==> config.mk <==
export PLATFORM = sky130hd
export DESIGN_NAME = port_b_change_and_mux
export DESIGN_NICKNAME = d
export VERILOG_FILES = /design/src/core/port_b_pkg.sv /design/src/core/port_b_change_and_mux.sv
export SDC_FILE = /design/constraint.sdc
export NUM_CORES = 1
export LEC_CHECK = 0
export BUFFER_PORTS_ARGS = -buffer_cell sky130_fd_sc_hd__buf_2
export CORE_MARGIN = 2
export CORE_UTILIZATION = 58
export DETAILED_ROUTE_END_ITERATION = 10
export PLACE_DENSITY_LB_ADDON = 0.12
export REMOVE_ABC_BUFFERS = 1
export SYNTH_ARGS = -nofsm -noshare
export SYNTH_HDL_FRONTEND = slang
export SYNTH_SLANG_ARGS = --single-unit
export TNS_END_PERCENT = 1
==> constraint.sdc <==
create_clock -name sys_clk -period 3 [get_ports sys_clk]
set_input_delay 0.45 -clock sys_clk [delete_from_list [all_inputs] [get_ports sys_clk]]
set_output_delay 0.45 -clock sys_clk [all_outputs]
set_load 0.01 [all_outputs]
==> src/core/port_b_pkg.sv <==
// Package with register offsets, field positions and reset values for the second I/O port.
package port_b_pkg;
    localparam logic [7:0] second_io_port_addr = 8'h06;
    localparam logic [7:0] pin_data_shadow_addr = 8'h07;
    localparam logic [7:0] interrupt_control_addr = 8'h0b;
    localparam logic [7:0] counter_control_addr = 8'h10;
    localparam logic [7:0] second_port_direction_addr = 8'h86;
    localparam logic [7:0] periph_override_addr = 8'h87;
    localparam logic [7:0] int_status_addr = 8'h88;
    localparam logic [7:0] int_mask_addr = 8'h89;
    localparam int port_change_flag_bit = 0;
    localparam int port_change_enable_bit = 3;
    localparam int counter_run_enable_bit = 0;
    localparam int count_clock_select_bit = 1;
    localparam int aux_osc_enable_bit = 3;
    localparam int firmware_clock_pin_bit = 0;
    localparam int ext_clock_pin_select_bit = 2;
    localparam logic [7:0] direction_reset = 8'hff;
    localparam logic [7:0] zero_byte = 8'h00;
    localparam logic [7:0] pin_idle_level = 8'hff;
    localparam logic [5:0] counter_control_reset = 6'h00;
    typedef enum logic [1:0] {
        clk_src_none,
        clk_src_external,
        clk_src_firmware,
        clk_src_aux_osc
    } clk_src_t;
endpackage : port_b_pkg

==> src/core/port_b_change_and_mux.sv <==
// Second I/O port with change detection, wake, peripheral overrides and counter clock muxing.
//
// Our own choices: strobed register access and the register addresses.
`timescale 1ns/1ps
module port_b_change_and_mux #(
    parameter int port_width = 8
) (
    input wire logic sys_clk,
    input wire logic rst_n,
    input wire logic [7:0] bus_addr,
    input wire logic [7:0] bus_wdata,
    input wire logic bus_wr,
    input wire logic bus_rd,
    output logic [7:0] bus_rdata,
    input wire logic [port_width-1:0] pin_in,
    output logic [port_width-1:0] pin_out,
    output logic [port_width-1:0] pin_oe,
    input wire logic [3:1] periph_out,
    input wire logic [3:1] periph_force_out,
    input wire logic [3:1] periph_force_in,
    input wire logic sleeping,
    output logic wake_request,
    output logic count_clock,
    output logic aux_osc_active,
    output logic irq
);
    logic [port_width-1:0] pin_s1_reg;
    logic [port_width-1:0] pin_s2_reg;
    logic [3:0] schmitt_reg;
    logic [3:0] s3_reg;
    logic [port_width-1:0] latch_reg;
    logic [port_width-1:0] direction_reg;
    logic [3:0] snapshot_reg;
    logic port_change_flag_reg;
    logic port_change_enable_reg;
    logic [5:0] counter_control_reg;
    logic firmware_clock_pin_reg;
    logic ext_clock_pin_select_reg;
    logic [3:1] periph_enable_reg;
    logic [1:0] int_status_reg;
    logic [1:0] int_mask_reg;
    logic [port_width-1:0] pin_level;
    logic [port_width-1:0] eff_dir;
    logic [port_width-1:0] port_read;
    logic [3:0] mismatch;
    logic change_event;
    logic port_rd;
    logic port_wr;
    port_b_pkg::clk_src_t clk_src;

    function automatic logic hit(input logic [7:0] a, input logic [7:0] ref_addr);
        hit = (a == ref_addr);
    endfunction : hit

    assign port_rd = bus_rd && hit(bus_addr, port_b_pkg::second_io_port_addr);
    assign port_wr = bus_wr && hit(bus_addr, port_b_pkg::second_io_port_addr);

    // Pins are taken to idle high after reset, so a pulled-up port raises no false
    // change event while the synchronisers fill; a port idling low will flag once.
    always_ff @(posedge sys_clk or negedge rst_n) begin
        if (!rst_n) begin
            pin_s1_reg <= port_b_pkg::pin_idle_level;
            pin_s2_reg <= port_b_pkg::pin_idle_level;
        end else begin
            pin_s1_reg <= pin_in;
            pin_s2_reg <= pin_s1_reg;
        end
    end

    // Hysteresis: a low pin changes state only when two synced samples agree.
    genvar gi;
    generate
        for (gi = 0; gi < 4; gi++) begin : g_schmitt
            always_ff @(posedge sys_clk or negedge rst_n) begin
                if (!rst_n) begin
                    schmitt_reg[gi] <= port_b_pkg::pin_idle_level[gi];
                end else if (pin_s2_reg[gi] == s3_reg[gi]) begin
                    schmitt_reg[gi] <= pin_s2_reg[gi];
                end
            end
        end
    endgenerate

    always_ff @(posedge sys_clk or negedge rst_n) begin
        if (!rst_n) begin
            s3_reg <= port_b_pkg::pin_idle_level[3:0];
        end else begin
            s3_reg <= pin_s2_reg[3:0];
        end
    end

    always_comb begin
        pin_level = pin_s2_reg;
        pin_level[3:0] = schmitt_reg;
    end

    always_comb begin
        clk_src = port_b_pkg::clk_src_none;
        if (counter_control_reg[port_b_pkg::count_clock_select_bit]) begin
            if (counter_control_reg[port_b_pkg::aux_osc_enable_bit]) begin
                clk_src = port_b_pkg::clk_src_aux_osc;
            end else if (ext_clock_pin_select_reg) begin
                clk_src = port_b_pkg::clk_src_external;
            end else begin
                clk_src = port_b_pkg::clk_src_firmware;
            end
        end
    end

    assign aux_osc_active = (clk_src == port_b_pkg::clk_src_aux_osc);

    always_comb begin
        case (clk_src)
            port_b_pkg::clk_src_external: count_clock = pin_level[1];
            port_b_pkg::clk_src_firmware: count_clock = firmware_clock_pin_reg;
            port_b_pkg::clk_src_aux_osc: count_clock = pin_level[1];
            default: count_clock = 1'b0;
        endcase
    end

    // Direction after peripheral overrides; force-out has priority over force-in.
    always_comb begin
        eff_dir = direction_reg;
        for (int i = 1; i < 4; i++) begin
            if (periph_enable_reg[i] && periph_force_out[i]) begin
                eff_dir[i] = 1'b0;
            end else if (periph_enable_reg[i] && periph_force_in[i]) begin
                eff_dir[i] = 1'b1;
            end
        end
    end

    always_comb begin
        pin_out = latch_reg;
        pin_oe = ~eff_dir;
        for (int i = 1; i < 4; i++) begin
            if (periph_enable_reg[i] && periph_force_out[i]) begin
                pin_out[i] = periph_out[i];
            end
        end
        case (clk_src)
            port_b_pkg::clk_src_external: pin_oe[1] = 1'b0;
            port_b_pkg::clk_src_firmware: begin
                pin_out[1] = firmware_clock_pin_reg;
                pin_oe[1] = 1'b1;
            end
            port_b_pkg::clk_src_aux_osc: pin_oe[2:1] = 2'h0;
            default: ; // Timer or off mode leaves pins plain I/O.
        endcase
    end

    always_comb begin
        for (int i = 0; i < port_width; i++) begin
            port_read[i] = direction_reg[i] ? pin_level[i] : latch_reg[i];
        end
        if (clk_src != port_b_pkg::clk_src_none && direction_reg[1]) begin
            port_read[1] = 1'b0;
        end
        if (clk_src == port_b_pkg::clk_src_aux_osc && direction_reg[2]) begin
            port_read[2] = 1'b0;
        end
    end

    always_ff @(posedge sys_clk or negedge rst_n) begin
        if (!rst_n) begin
            direction_reg <= port_b_pkg::direction_reset;
            latch_reg <= '0;
        end else if (bus_wr) begin
            if (port_wr) begin
                latch_reg <= bus_wdata;
            end
            if (hit(bus_addr, port_b_pkg::second_port_direction_addr)) begin
                direction_reg <= bus_wdata;
            end
        end
    end

    // Snapshot on every port access; a write also re-arms so the mismatch ends.
    always_ff @(posedge sys_clk or negedge rst_n) begin
        if (!rst_n) begin
            snapshot_reg <= port_b_pkg::pin_idle_level[7:4];
        end else if (port_rd || port_wr) begin
            snapshot_reg <= pin_level[7:4];
        end
    end

    assign mismatch = (pin_level[7:4] ^ snapshot_reg) & direction_reg[7:4];
    assign change_event = (|mismatch) && !(port_rd || port_wr);

    always_ff @(posedge sys_clk or negedge rst_n) begin
        if (!rst_n) begin
            port_change_flag_reg <= 1'b0;
            port_change_enable_reg <= 1'b0;
        end else begin
            if (bus_wr && hit(bus_addr, port_b_pkg::interrupt_control_addr)) begin
                port_change_flag_reg <= bus_wdata[port_b_pkg::port_change_flag_bit];
                port_change_enable_reg <= bus_wdata[port_b_pkg::port_change_enable_bit];
            end
            if (change_event) begin
                port_change_flag_reg <= 1'b1;
            end
        end
    end

    assign wake_request = sleeping && port_change_enable_reg && port_change_flag_reg;

    always_ff @(posedge sys_clk or negedge rst_n) begin
        if (!rst_n) begin
            counter_control_reg <= port_b_pkg::counter_control_reset;
            firmware_clock_pin_reg <= 1'b0;
            ext_clock_pin_select_reg <= 1'b0;
            periph_enable_reg <= '0;
        end else if (bus_wr) begin
            if (hit(bus_addr, port_b_pkg::counter_control_addr)) begin
                counter_control_reg <= bus_wdata[5:0];
            end
            if (hit(bus_addr, port_b_pkg::pin_data_shadow_addr)) begin
                firmware_clock_pin_reg <= bus_wdata[port_b_pkg::firmware_clock_pin_bit];
            end
            if (hit(bus_addr, port_b_pkg::periph_override_addr)) begin
                ext_clock_pin_select_reg <= bus_wdata[port_b_pkg::ext_clock_pin_select_bit];
                periph_enable_reg <= bus_wdata[7:5];
            end
        end
    end

    // Status bit 0 is a port change, bit 1 a count clock source switch.
    logic [1:0] int_event;
    port_b_pkg::clk_src_t clk_src_prev_reg;
    always_ff @(posedge sys_clk or negedge rst_n) begin
        if (!rst_n) begin
            clk_src_prev_reg <= port_b_pkg::clk_src_none;
        end else begin
            clk_src_prev_reg <= clk_src;
        end
    end
    assign int_event = {clk_src != clk_src_prev_reg, change_event};

    always_ff @(posedge sys_clk or negedge rst_n) begin
        if (!rst_n) begin
            int_status_reg <= '0;
            int_mask_reg <= '0;
        end else begin
            if (bus_wr && hit(bus_addr, port_b_pkg::int_mask_addr)) begin
                int_mask_reg <= bus_wdata[1:0];
            end
            if (bus_wr && hit(bus_addr, port_b_pkg::int_status_addr)) begin
                int_status_reg <= (int_status_reg & ~bus_wdata[1:0]) | int_event;
            end else begin
                int_status_reg <= int_status_reg | int_event;
            end
        end
    end

    assign irq = |(int_status_reg & int_mask_reg);

    always_ff @(posedge sys_clk or negedge rst_n) begin
        if (!rst_n) begin
            bus_rdata <= port_b_pkg::zero_byte;
        end else if (bus_rd) begin
            case (bus_addr)
                port_b_pkg::second_io_port_addr: bus_rdata <= port_read;
                port_b_pkg::second_port_direction_addr: bus_rdata <= direction_reg;
                port_b_pkg::pin_data_shadow_addr: begin
                    bus_rdata <= port_b_pkg::zero_byte;
                    if (clk_src == port_b_pkg::clk_src_firmware) begin
                        bus_rdata[0] <= firmware_clock_pin_reg;
                    end else if (clk_src == port_b_pkg::clk_src_external) begin
                        bus_rdata[0] <= pin_level[1];
                    end
                end
                port_b_pkg::interrupt_control_addr:
                    bus_rdata <= {4'h0, port_change_enable_reg, 2'h0, port_change_flag_reg};
                port_b_pkg::counter_control_addr: bus_rdata <= {2'h0, counter_control_reg};
                port_b_pkg::periph_override_addr:
                    bus_rdata <= {periph_enable_reg, 2'h0, ext_clock_pin_select_reg, 2'h0};
                port_b_pkg::int_status_addr: bus_rdata <= {6'h00, int_status_reg};
                port_b_pkg::int_mask_addr: bus_rdata <= {6'h00, int_mask_reg};
                default: bus_rdata <= port_b_pkg::zero_byte;
            endcase
        end else begin
            bus_rdata <= port_b_pkg::zero_byte;
        end
    end

    chk_reset_inputs: assert property (@(posedge sys_clk)
        $rose(rst_n) |-> pin_oe == '0)
        else $error("pins not inputs after reset");
    chk_output_excluded: assert property (@(posedge sys_clk) disable iff (!rst_n)
        ((pin_level[7:4] ^ snapshot_reg) & direction_reg[7:4]) == 4'h0 |-> !change_event)
        else $error("output pin caused change");
    chk_change_sets_flag: assert property (@(posedge sys_clk) disable iff (!rst_n)
        change_event |=> port_change_flag_reg)
        else $error("change flag not set");
    chk_access_ends: assert property (@(posedge sys_clk) disable iff (!rst_n)
        (port_rd || port_wr) ##1 $stable(pin_level[7:4]) |-> mismatch == 4'h0)
        else $error("mismatch survived access");
    chk_flag_or: assert property (@(posedge sys_clk) disable iff (!rst_n)
        (|mismatch && !port_rd && !port_wr) |=> port_change_flag_reg)
        else $error("mismatch not ORed to flag");
    chk_wake: assert property (@(posedge sys_clk) disable iff (!rst_n)
        (change_event && sleeping && port_change_enable_reg) ##1 sleeping |-> wake_request)
        else $error("no wake on change");
    chk_firm_drive: assert property (@(posedge sys_clk) disable iff (!rst_n)
        (clk_src == port_b_pkg::clk_src_firmware) |-> pin_oe[1] && pin_out[1] == count_clock)
        else $error("firmware clock not on pin");
    chk_aux_release: assert property (@(posedge sys_clk) disable iff (!rst_n)
        aux_osc_active |-> pin_oe[2:1] == 2'h0)
        else $error("aux oscillator pins driven");
    chk_ext_release: assert property (@(posedge sys_clk) disable iff (!rst_n)
        (clk_src == port_b_pkg::clk_src_external) |-> !pin_oe[1] && count_clock == pin_level[1])
        else $error("external clock pin driven");
    chk_status_sticky: assert property (@(posedge sys_clk) disable iff (!rst_n)
        change_event |=> int_status_reg[0])
        else $error("change status not set");
    chk_schmitt_hold: assert property (@(posedge sys_clk) disable iff (!rst_n)
        (pin_s2_reg[0] != s3_reg[0]) |=> $stable(schmitt_reg[0]))
        else $error("low pin followed one sample");
    chk_timer_plain: assert property (@(posedge sys_clk) disable iff (!rst_n)
        (clk_src == port_b_pkg::clk_src_none && periph_enable_reg == 3'h0)
        |-> pin_oe == ~direction_reg && pin_out == latch_reg)
        else $error("plain pins not driven from latch");
    cov_change: cover property (@(posedge sys_clk) disable iff (!rst_n) change_event);
    cov_wake: cover property (@(posedge sys_clk) disable iff (!rst_n) wake_request);
    cov_aux: cover property (@(posedge sys_clk) disable iff (!rst_n) aux_osc_active);
    cov_ext: cover property (@(posedge sys_clk) disable iff (!rst_n)
        clk_src == port_b_pkg::clk_src_external);
    cov_firm: cover property (@(posedge sys_clk) disable iff (!rst_n)
        clk_src == port_b_pkg::clk_src_firmware);
endmodule : port_b_change_and_mux

==> impl_metrics.json, run 1 <==
{
  "ys_warn_count": 0,
  "skew_ns": 0.009299,
  "drv_slew": 0,
  "combPwrFrac": 0.082,
  "yosys.area.top_type": "dfstp_2",
  "crit_type": "in -> reg",
  "rsz0062_at_grt": "false",
  "final_cell_mix": "buf_2 (65), mux2_2 (38), dfstp_2 (36)",
  "port_buffers": 65,
  "rows": 26,
  "post-place-ws_ns": 0.5443,
  "clock-sinks": 71,
  "gp_congestion": 0.9183,
  "drc_errors": 0,
  "num_vias": 2199,
  "required_ns": 3.22,
  "grt_max_degree": 72,
  "crit_path_end_kind": "flip-flop",
  "fin_ws_ns": 0.8464,
  "grt_pass1_wl_mm": 11.22,
  "synthCells": 239,
  "start_util": 0.6076,
  "fmax_mhz": 464.3,
  "finalSetupViolCount": 0,
  "power_density_mw_per_mm2": 544.5,
  "nets": 348,
  "cts_buffers": 9,
  "fillers": 373,
  "busiest_layer": "met2",
  "clk_pin_slew_ns": 0.08,
  "power_mw": 2.036,
  "max-cap-violations": 0,
  "postCtsSetupBuffers": 0,
  "irDropWorstVdd_v": 0.0004586,
  "hold_viol": 0,
  "final_common_cell": "buf_2",
  "core_area_mm2": 0.005140,
  "antenna_found_initial": 0,
  "cts_tree": "built",
  "use_met3": 0.07791,
  "drt_iter0_markers": 174,
  "ys_seq_elements": 71,
  "die_h_um": 77.38,
  "grt_util_met1": 0.3534,
  "avgSynthCellArea_um2": 13.07,
  "h-tree-depth": 3,
  "cp.arrival_ns": 2.38,
  "cts_buffer_depth": 2,
  "fin_crit_sh": 0.7179,
  "grt_pass1_vias": 2167,
  "ys.flop_type": "dfstp_2",
  "hold_class": "in -> async",
  "p_sw_uw": 494.7,
  "die-width_um": 77.38,
  "dieArea_mm2": 0.005988,
  "io_pins": 66,
  "clockPowerShare": 0.396,
  "internal-power_mw": 1.541,
  "avgViaCountPerCell": 5.712,
  "seq_area_frac_synth": 0.5833,
  "ant_nets": 0,
  "dpl.hpwl_mm": 4.739,
  "synth_top_area_frac": 0.3029,
  "ctsResizeCount": 0,
  "yosysUniqueCellTypes": 50,
  "grt_use_met2": 0.3643,
  "finalSetupTns_ns": 0,
  "wl_mm": 6.772,
  "status": "completed",
  "slew_headroom": 0.2023,
  "crit_fanout": 9,
  "ys_top_cells_by_area": "dfstp_2 (30%), dfrtp_1 (28%), mux2_2 (14%)",
  "syn-cell-area_mm2": 0.003123,
  "worstMarginPinSlew_ns": 1.186,
  "drive_above_1_share": 0.5333,
  "synth_edf_count": 0,
  "synthArstFlopShare": 1.000,
  "power.leakage_nw": 1.734,
  "switching_share": 0.2430,
  "grt_overflow": 0,
  "p_seq_frac": 0.523,
  "postCtsHoldBufs": 0,
  "cts-root-buf": "clkbuf_8",
  "fin_crit_ns": 2.154,
  "clk-insertion-delay-late_ns": 0.34,
  "grt_usage": 0.2485,
  "synthToLayoutAreaGrowth_pct": 19.71,
  "detail_route.wl_per_cell_um": 17.59,
  "antenna_cells": 0,
  "dr.pass1.iters": 4,
  "startpoint_type": "primary input"
}
-- through the flow --
stage / std cells / hold slack (ns) / utilization / instance area, µm²
floorplan: 230 / 0.1544 / - / 3068
global placement: 369 / 0.3453 / 0.6855 / 3523
detailed placement: 369 / 0.3468 / 0.6855 / 3523
CTS: 385 / 0.1277 / 0.7274 / 3739
global route: 385 / 0.1333 / 0.7274 / 3739
finish: 385 / 0.1109 / 0.7274 / 3739
-- power by group through the flow --
stage,sequential [mW],combinational (mW),clock (mW)
detailed placement,1.08,0.167,0
global placement,1.08,0.163,0
CTS,1.06,0.168,0.817
global route,1.07,0.184,0.870
floorplan,1.07,0.0778,0
finish,1.06,0.166,0.805
-- final timing paths --
check	startpoint	endpoint	slack, ns	depth (start not counted)
worst max-delay path	bus_addr[6]	latch_reg[3]	0.85	5
worst min-delay path	rst_n	int_mask_reg[1]	0.11	2
worst max register to register	ext_clock_pin_select_reg	bus_rdata[0]	1.42	4
worst min register to register	pin_s1_reg[6]	pin_s2_reg[6]	0.36	0
max in group asynchronous	rst_n	direction_reg[4]	2.55	2
min in group sys_clk	pin_in[5]	pin_s1_reg[5]	0.20	1
-- logic make-up after synthesis --
logic type	synth area share
compound gates	0.08614
flops	0.5833
mux	0.1434
buf+inv	0.03085
fa+ha+maj	0.01282
xor+xnor	0.01683
simple gates	0.1266
-- cell usage after synthesis (2+ instances only) --
library cell,count
buf_4,5
maj3_1,4
nor4_1,2
xor2_1,6
a211o_1,2
a21o_1,2
dfrtp_1,35
a22o_1,2
nand2_1,14
buf_2,2
nor3_4,2
nand3b_1,3
a22oi_1,3
nand2b_1,2
a31oi_1,4
mux2_2,38
nand3_1,7
nand2_2,2
a21oi_1,6
inv_1,11
nor2_1,8
nand4_1,2
nor2b_1,3
mux2i_1,2
a32oi_1,4
o211ai_1,4
or4b_1,2
nor3b_1,2
nor3_1,2
o21ai_0,2
dfstp_2,36
nor4_4,2
-- cell type report --
class / instances / area, µm² / area share
sequential: 71 / 1822 / 0.4873
multi-input combinational: 148 / 1205 / 0.3223
timing repair buffer: 69 / 367.9 / 0.09839
clock buffer: 10 / 148.9 / 0.03983
tap: 70 / 87.58 / 0.02343
clock inverter: 6 / 66.31 / 0.01774
inverter: 11 / 41.29 / 0.01104
-- per-layer routing --
layer / vias up / wire length [µm]
met4: 0 / 144
met1: 1075 / 3015
met3: 14 / 572
met5: - / 0
li1: 1009 / -
met2: 101 / 3039
-- worst max-delay path: stages --
cell	delay, ns
buf_2	0.13
or3_1	0.58
nor3_4	0.57
nand2_2	0.31
mux2_2	0.34
Note: power is estimated with default switching activity, not from simulation.
==> run 2, diff against run 1 <==
- CORE_UTILIZATION: 58 -> 54
- clock period: 3 -> 2 ns (I/O delays scaled with it)
==> run 2 against run 1 <==
  * Global-route usage is 0.11 points lower
  * Combinational power up 55%
  * Sequential share of layout area is 1.4 points lower
  * Core utilization is 3.3 points lower
  * Sequential cell count unchanged
  * Die area is 7.0% higher
  * Critical endpoint is now pin_out[1]
  * Highest routed layer unchanged
==> impl_metrics.json, run 2 (synthesis results as in run 1) <==
{
  "required_ns": 1.70,
  "clockPowerShare": 0.397,
  "hold_viol": 0,
  "h-tree-depth": 3,
  "postCtsSetupBuffers": 0,
  "cts_buffer_depth": 2,
  "internal-power_mw": 2.338,
  "final_common_cell": "buf_2",
  "fin_crit_sh": 0.8586,
  "startpoint_type": "flip-flop",
  "switching_share": 0.2392,
  "clk_pin_slew_ns": 0.08,
  "cts_buffers": 9,
  "grt_use_met2": 0.3725,
  "crit_slowest_cell": "dfrtp_1",
  "grt_max_degree": 59,
  "slew_headroom": 0.7201,
  "antenna_cells": 0,
  "ant_nets": 0,
  "detail_route.wl_per_cell_um": 17.83,
  "busiest_layer": "met2",
  "crit_type": "reg -> out",
  "use_met3": 0.06180,
  "combPwrFrac": 0.083,
  "drc_errors": 0,
  "grt_util_met1": 0.3540,
  "irDropWorstVdd_v": 0.0006856,
  "grt_usage": 0.2473,
  "drive_above_1_share": 0.5457,
  "final_cell_mix": "buf_2 (65), mux2_2 (38), dfstp_2 (36)",
  "cts-root-buf": "clkbuf_8",
  "synthToLayoutAreaGrowth_pct": 23.20,
  "dpl.hpwl_mm": 5.124,
  "dieArea_mm2": 0.006408,
  "io_pins": 66,
  "cp.arrival_ns": 1.42,
  "worstMarginPinSlew_ns": 0.4168,
  "drv_slew": 0,
  "num_vias": 2208,
  "rows": 27,
  "power_density_mw_per_mm2": 798.7,
  "post-place-ws_ns": -0.01740,
  "wl_mm": 7.130,
  "finalSetupTns_ns": 0,
  "drt_iter0_markers": 148,
  "status": "completed",
  "grt_overflow": 0,
  "nets": 361,
  "port_buffers": 65,
  "fin_cells": 400,
  "antenna_found_initial": 0,
  "power.leakage_nw": 1.796,
  "cp_cell_sequence": "nor3b_1, nand2_1, o21ai_0, buf_2",
  "dr.pass1.iters": 4,
  "fin_crit_ns": 1.717,
  "placed_cells": 383,
  "cpPeakStageDelay_ns": 0.47,
  "critPathBufInv": 1,
  "clk-insertion-delay-late_ns": 0.34,
  "avgViaCountPerCell": 5.520,
  "die-width_um": 80.05,
  "crit_fanout": 7,
  "start_util": 0.5637,
  "final_util": 0.6944,
  "grt_pass1_wl_mm": 11.67,
  "core_area_mm2": 0.005540,
  "fillers": 433,
  "p_sw_uw": 735.1,
  "die_h_um": 80.05,
  "grt_pass1_vias": 2311,
  "skew_ns": 0.005244,
  "fmax_mhz": 582.3,
  "crit_path_end_kind": "primary output",
  "p_seq_frac": 0.520,
  "gp_congestion": 0.8767,
  "max-cap-violations": 0,
  "clock-sinks": 71,
  "cts_tree": "built",
  "hold_class": "in -> reg",
  "rsz0062_at_grt": "false",
  "fin_ws_ns": 0.2828,
  "cp_top_family": "flip-flops",
  "finalSetupViolCount": 0
}
run 2: cell count changes in the layout (fill, tap and decap cells not counted), sizes merged:
cell / delta
bufinv: -1
clkbuf: +4
clkinv: -4
buf: +12
clkinvlp: +1
dlygate4sd3: +1
run 2: per-layer routing:
metal / wire length (µm) / vias up
met5: 0 / -
met3: 370 / 8
met2: 3307 / 73
met1: 3355 / 1089
met4: 97 / 0
li1: - / 1038
run 2: worst paths after layout:
check | from | endpoint | slack (ns) | cells past startpoint
max | counter_control_reg[3] | pin_out[1] | 0.28 | 4
min | pin_in[4] | pin_s1_reg[4] | 0.05 | 1
max reg2reg | ext_clock_pin_select_reg | bus_rdata[0] | 0.46 | 4
min reg2reg | pin_s1_reg[7] | pin_s2_reg[7] | 0.36 | 0
max in group asynchronous | rst_n | snapshot_reg[3] | 0.93 | 3
min in group asynchronous | rst_n | latch_reg[4] | 0.41 | 2
run 2: power by group through the flow:
stage	registers (mW)	clock network, mW	logic [mW]
2_1_floorplan	1.60	0	0.117
3_3_place_gp	1.62	0	0.252
3_5_place_dp	1.62	0	0.256
4_1_cts	1.60	1.23	0.260
5_1_grt	1.61	1.30	0.286
6_report	1.60	1.22	0.257
run 2: per-stage QoR:
step | area (µm²) | hold WS (ns) | power [mW]
detailed placement | 3616 | 0.2292 | 1.878
finish | 3847 | 0.04509 | 3.073
global placement | 3616 | 0.2219 | 1.870
CTS | 3847 | 0.03706 | 3.091
floorplan | 3068 | 0.004409 | 1.720
global route | 3847 | 0.02707 | 3.197
run 2: final cells by class:
class / instances / area [µm²] / share of cell area
clock buffers: 14 / 205.2 / 0.05333
clock inverters: 2 / 16.27 / 0.004228
inverters: 11 / 41.29 / 0.01073
multi-input cells: 148 / 1205 / 0.3132
flip-flops and latches: 71 / 1822 / 0.4735
well taps: 72 / 90.09 / 0.02341
repair buffers: 82 / 467.9 / 0.1216
run 2: what timing repair did:
action                    CTS  global route
resized for setup           0             0
hold endpoints to repair   13             0
hold buffers                1             0
run 2: worst register-to-register path: stages, from the launching register on:
cell      delay (ns)
dfrtp_1         0.47
mux2_2          0.37
a22o_1          0.19
a221oi_1        0.28
a31oi_1         0.11
==> run 3, diff against run 2 <==
- CORE_UTILIZATION: 54 -> 49
- GPL_ROUTABILITY_DRIVEN: not set -> 0
- HOLD_SLACK_MARGIN: not set -> 0.06
- clock period: 2 -> 1.4 ns (I/O delays scaled with it)
==> run 3 against run 2 <==
  * The flow now finishes with violations (setup timing)
  * Core utilization shrank 2.1 points
  * Register-to-register slack lost 0.61 ns
  * Setup slack lost 0.45 ns
  * Sequential share of layout area shrank 3.9 points
  * Clock power grew 44%
  * Cell area grew 9.3%
  * Clock skew is essentially flat
  * Power grew 46%
  * Cell count grew 8.8%
  * Die area grew 9.7%
  * First-iteration DRC count shrank 20%
==> impl_metrics.json, run 3 (synthesis results as in run 1) <==
{
  "status": "complete, but fails checks",
  "violations": "setup timing",
  "hold_class": "in -> reg",
  "fin_crit_ns": 1.562,
  "cts_buffer_depth": 2,
  "drt_iter0_markers": 119,
  "final_util": 0.6738,
  "detail_route.wl_per_cell_um": 17.64,
  "slew_headroom": 0.7284,
  "antenna_cells": 0,
  "stdcell_area_mm2": 0.004205,
  "io_pins": 66,
  "cts_buffers": 9,
  "start_util": 0.5004,
  "cts-root-buf": "clkbuf_8",
  "clk_pin_slew_ns": 0.07,
  "grt_overflow": 0,
  "fin_cells": 435,
  "dpl.hpwl_mm": 5.474,
  "power_mw": 4.500,
  "crit_path_end_kind": "primary output",
  "fin_crit_sh": 1.116,
  "core_area_mm2": 0.006241,
  "drc_errors": 0,
  "rows": 29,
  "fin_ws_ns": -0.1623,
  "crit_slowest_cell": "dfstp_2",
  "critPathBufInv": 1,
  "power_density_mw_per_mm2": 1070,
  "cts_tree": "built",
  "hold_viol": 0,
  "worstMarginPinSlew_ns": 0.4075,
  "nets": 391,
  "avgViaCountPerCell": 5.416,
  "dieArea_mm2": 0.007028,
  "power.leakage_nw": 1.959,
  "cp_cell_sequence": "a21oi_1, nor3b_1, nor2_1, buf_2",
  "port_buffers": 65,
  "cp.arrival_ns": 1.35,
  "fillers": 480,
  "finalSetupViolCount": 13,
  "drv_slew": 0,
  "irDropWorstVdd_v": 0.0006729,
  "final_cell_mix": "buf_2 (65), mux2_2 (38), dfstp_2 (36)",
  "num_vias": 2356,
  "grt_pass1_wl_mm": 12.48,
  "cp_top_family": "flip-flops",
  "synthToLayoutAreaGrowth_pct": 34.66,
  "max-cap-violations": 0,
  "die_h_um": 83.84,
  "dpl_cell_area_mm2": 0.003797,
  "clk-insertion-delay-late_ns": 0.34,
  "grt_max_degree": 35,
  "placed_cells": 408,
  "crit_fanout": 4,
  "final_common_cell": "buf_2",
  "cpPeakStageDelay_ns": 0.56,
  "drive_above_1_share": 0.6061,
  "h-tree-depth": 3,
  "die-width_um": 83.84,
  "post-place-ws_ns": -0.4486,
  "ant_nets": 0,
  "crit_type": "reg -> out",
  "rsz0062_at_grt": "true",
  "startpoint_type": "flip-flop",
  "skew_ns": 0.004807,
  "dr.pass1.iters": 4,
  "wl_mm": 7.675,
  "fmax_mhz": 640.1,
  "required_ns": 1.19,
  "grt_pass1_vias": 2513,
  "antenna_found_initial": 0,
  "clock-sinks": 71,
  "grt_usage": 0.2336
}
[run 3: changes by cell type in the layout (fill, tap and decap cells not counted), sizes merged]
cell	before	now
dlygate4sd3	1	9
buf	81	103
clkinv	0	1
clkbuf	14	12
bufinv	0	2
inv	12	11
[run 3: worst paths after layout]
path	from	endpoint	slack [ns]	cells past startpoint
setup / recovery	direction_reg[1]	pin_oe[1]	-0.16	4
hold / removal	bus_wdata[4]	latch_reg[4]	0.13	2
setup reg to reg	ext_clock_pin_select_reg	bus_rdata[0]	-0.15	5
hold reg to reg	pin_s1_reg[1]	pin_s2_reg[1]	0.35	0
max in group asynchronous	rst_n	direction_reg[5]	0.49	3
min in group asynchronous	rst_n	int_status_reg[1]	0.32	2
[run 3: worst reg2reg max path, delay by kind of cell (launching register included)]
kind | cells | cell delay, ns
AOI/OAI and AO/OA | 3 | 0.60
DFF | 1 | 0.38
muxes | 1 | 0.32
buffers and inverters | 1 | 0.13
[run 3: report_power, final]
| group | leakage (nW) | internal, mW | switching, mW |
|---|---|---|---|
| Sequential | 0.842 | 2.20 | 0.0800 |
| Clock | 0.101 | 1.00 | 0.756 |
| Combinational | 1.02 | 0.236 | 0.224 |
[run 3: metrics by stage]
step / setup TNS [ns] / hold WS [ns]
after CTS: -1.112 / 0.1186
after global routing: -2.009 / 0.1412
after floorplan: -10.11 / -0.08559
after detailed placement: -16.09 / 0.1604
after global placement: -14.89 / 0.1598
final: -1.117 / 0.1288
[run 3: layer usage]
| metal | GRT usage | up-vias | share of wire |
|---|---|---|---|
| li1 | - | 1103 | - |
| met5 | 0 | - | 0 |
| met4 | 0.1173 | 0 | 0.016 |
| met2 | 0.3564 | 79 | 0.48 |
| met3 | 0.05143 | 10 | 0.057 |
| met1 | 0.3164 | 1164 | 0.45 |
[run 3: cell type report]
| class | count | area (µm²) | share of cell area |
|---|---|---|---|
| clock inverters | 4 | 72.57 | 0.01726 |
| flip-flops and latches | 71 | 1826 | 0.4341 |
| repair buffers | 112 | 749.5 | 0.1782 |
| clock buffers | 12 | 135.1 | 0.03213 |
| multi-input cells | 148 | 1285 | 0.3056 |
| well taps | 77 | 96.34 | 0.02291 |
| inverters | 11 | 41.29 | 0.009819 |
[run 3: timing repair]
| action | CTS | global route |
|---|---|---|
| pin swaps | 2 | 8 |
| buffers inserted | 1 | 1 |
| setup endpoints to repair | 31 | 46 |
| hold buffers | 9 | 0 |
| gates resized for setup | 14 | 11 |
| hold endpoints to repair | 20 | 0 |
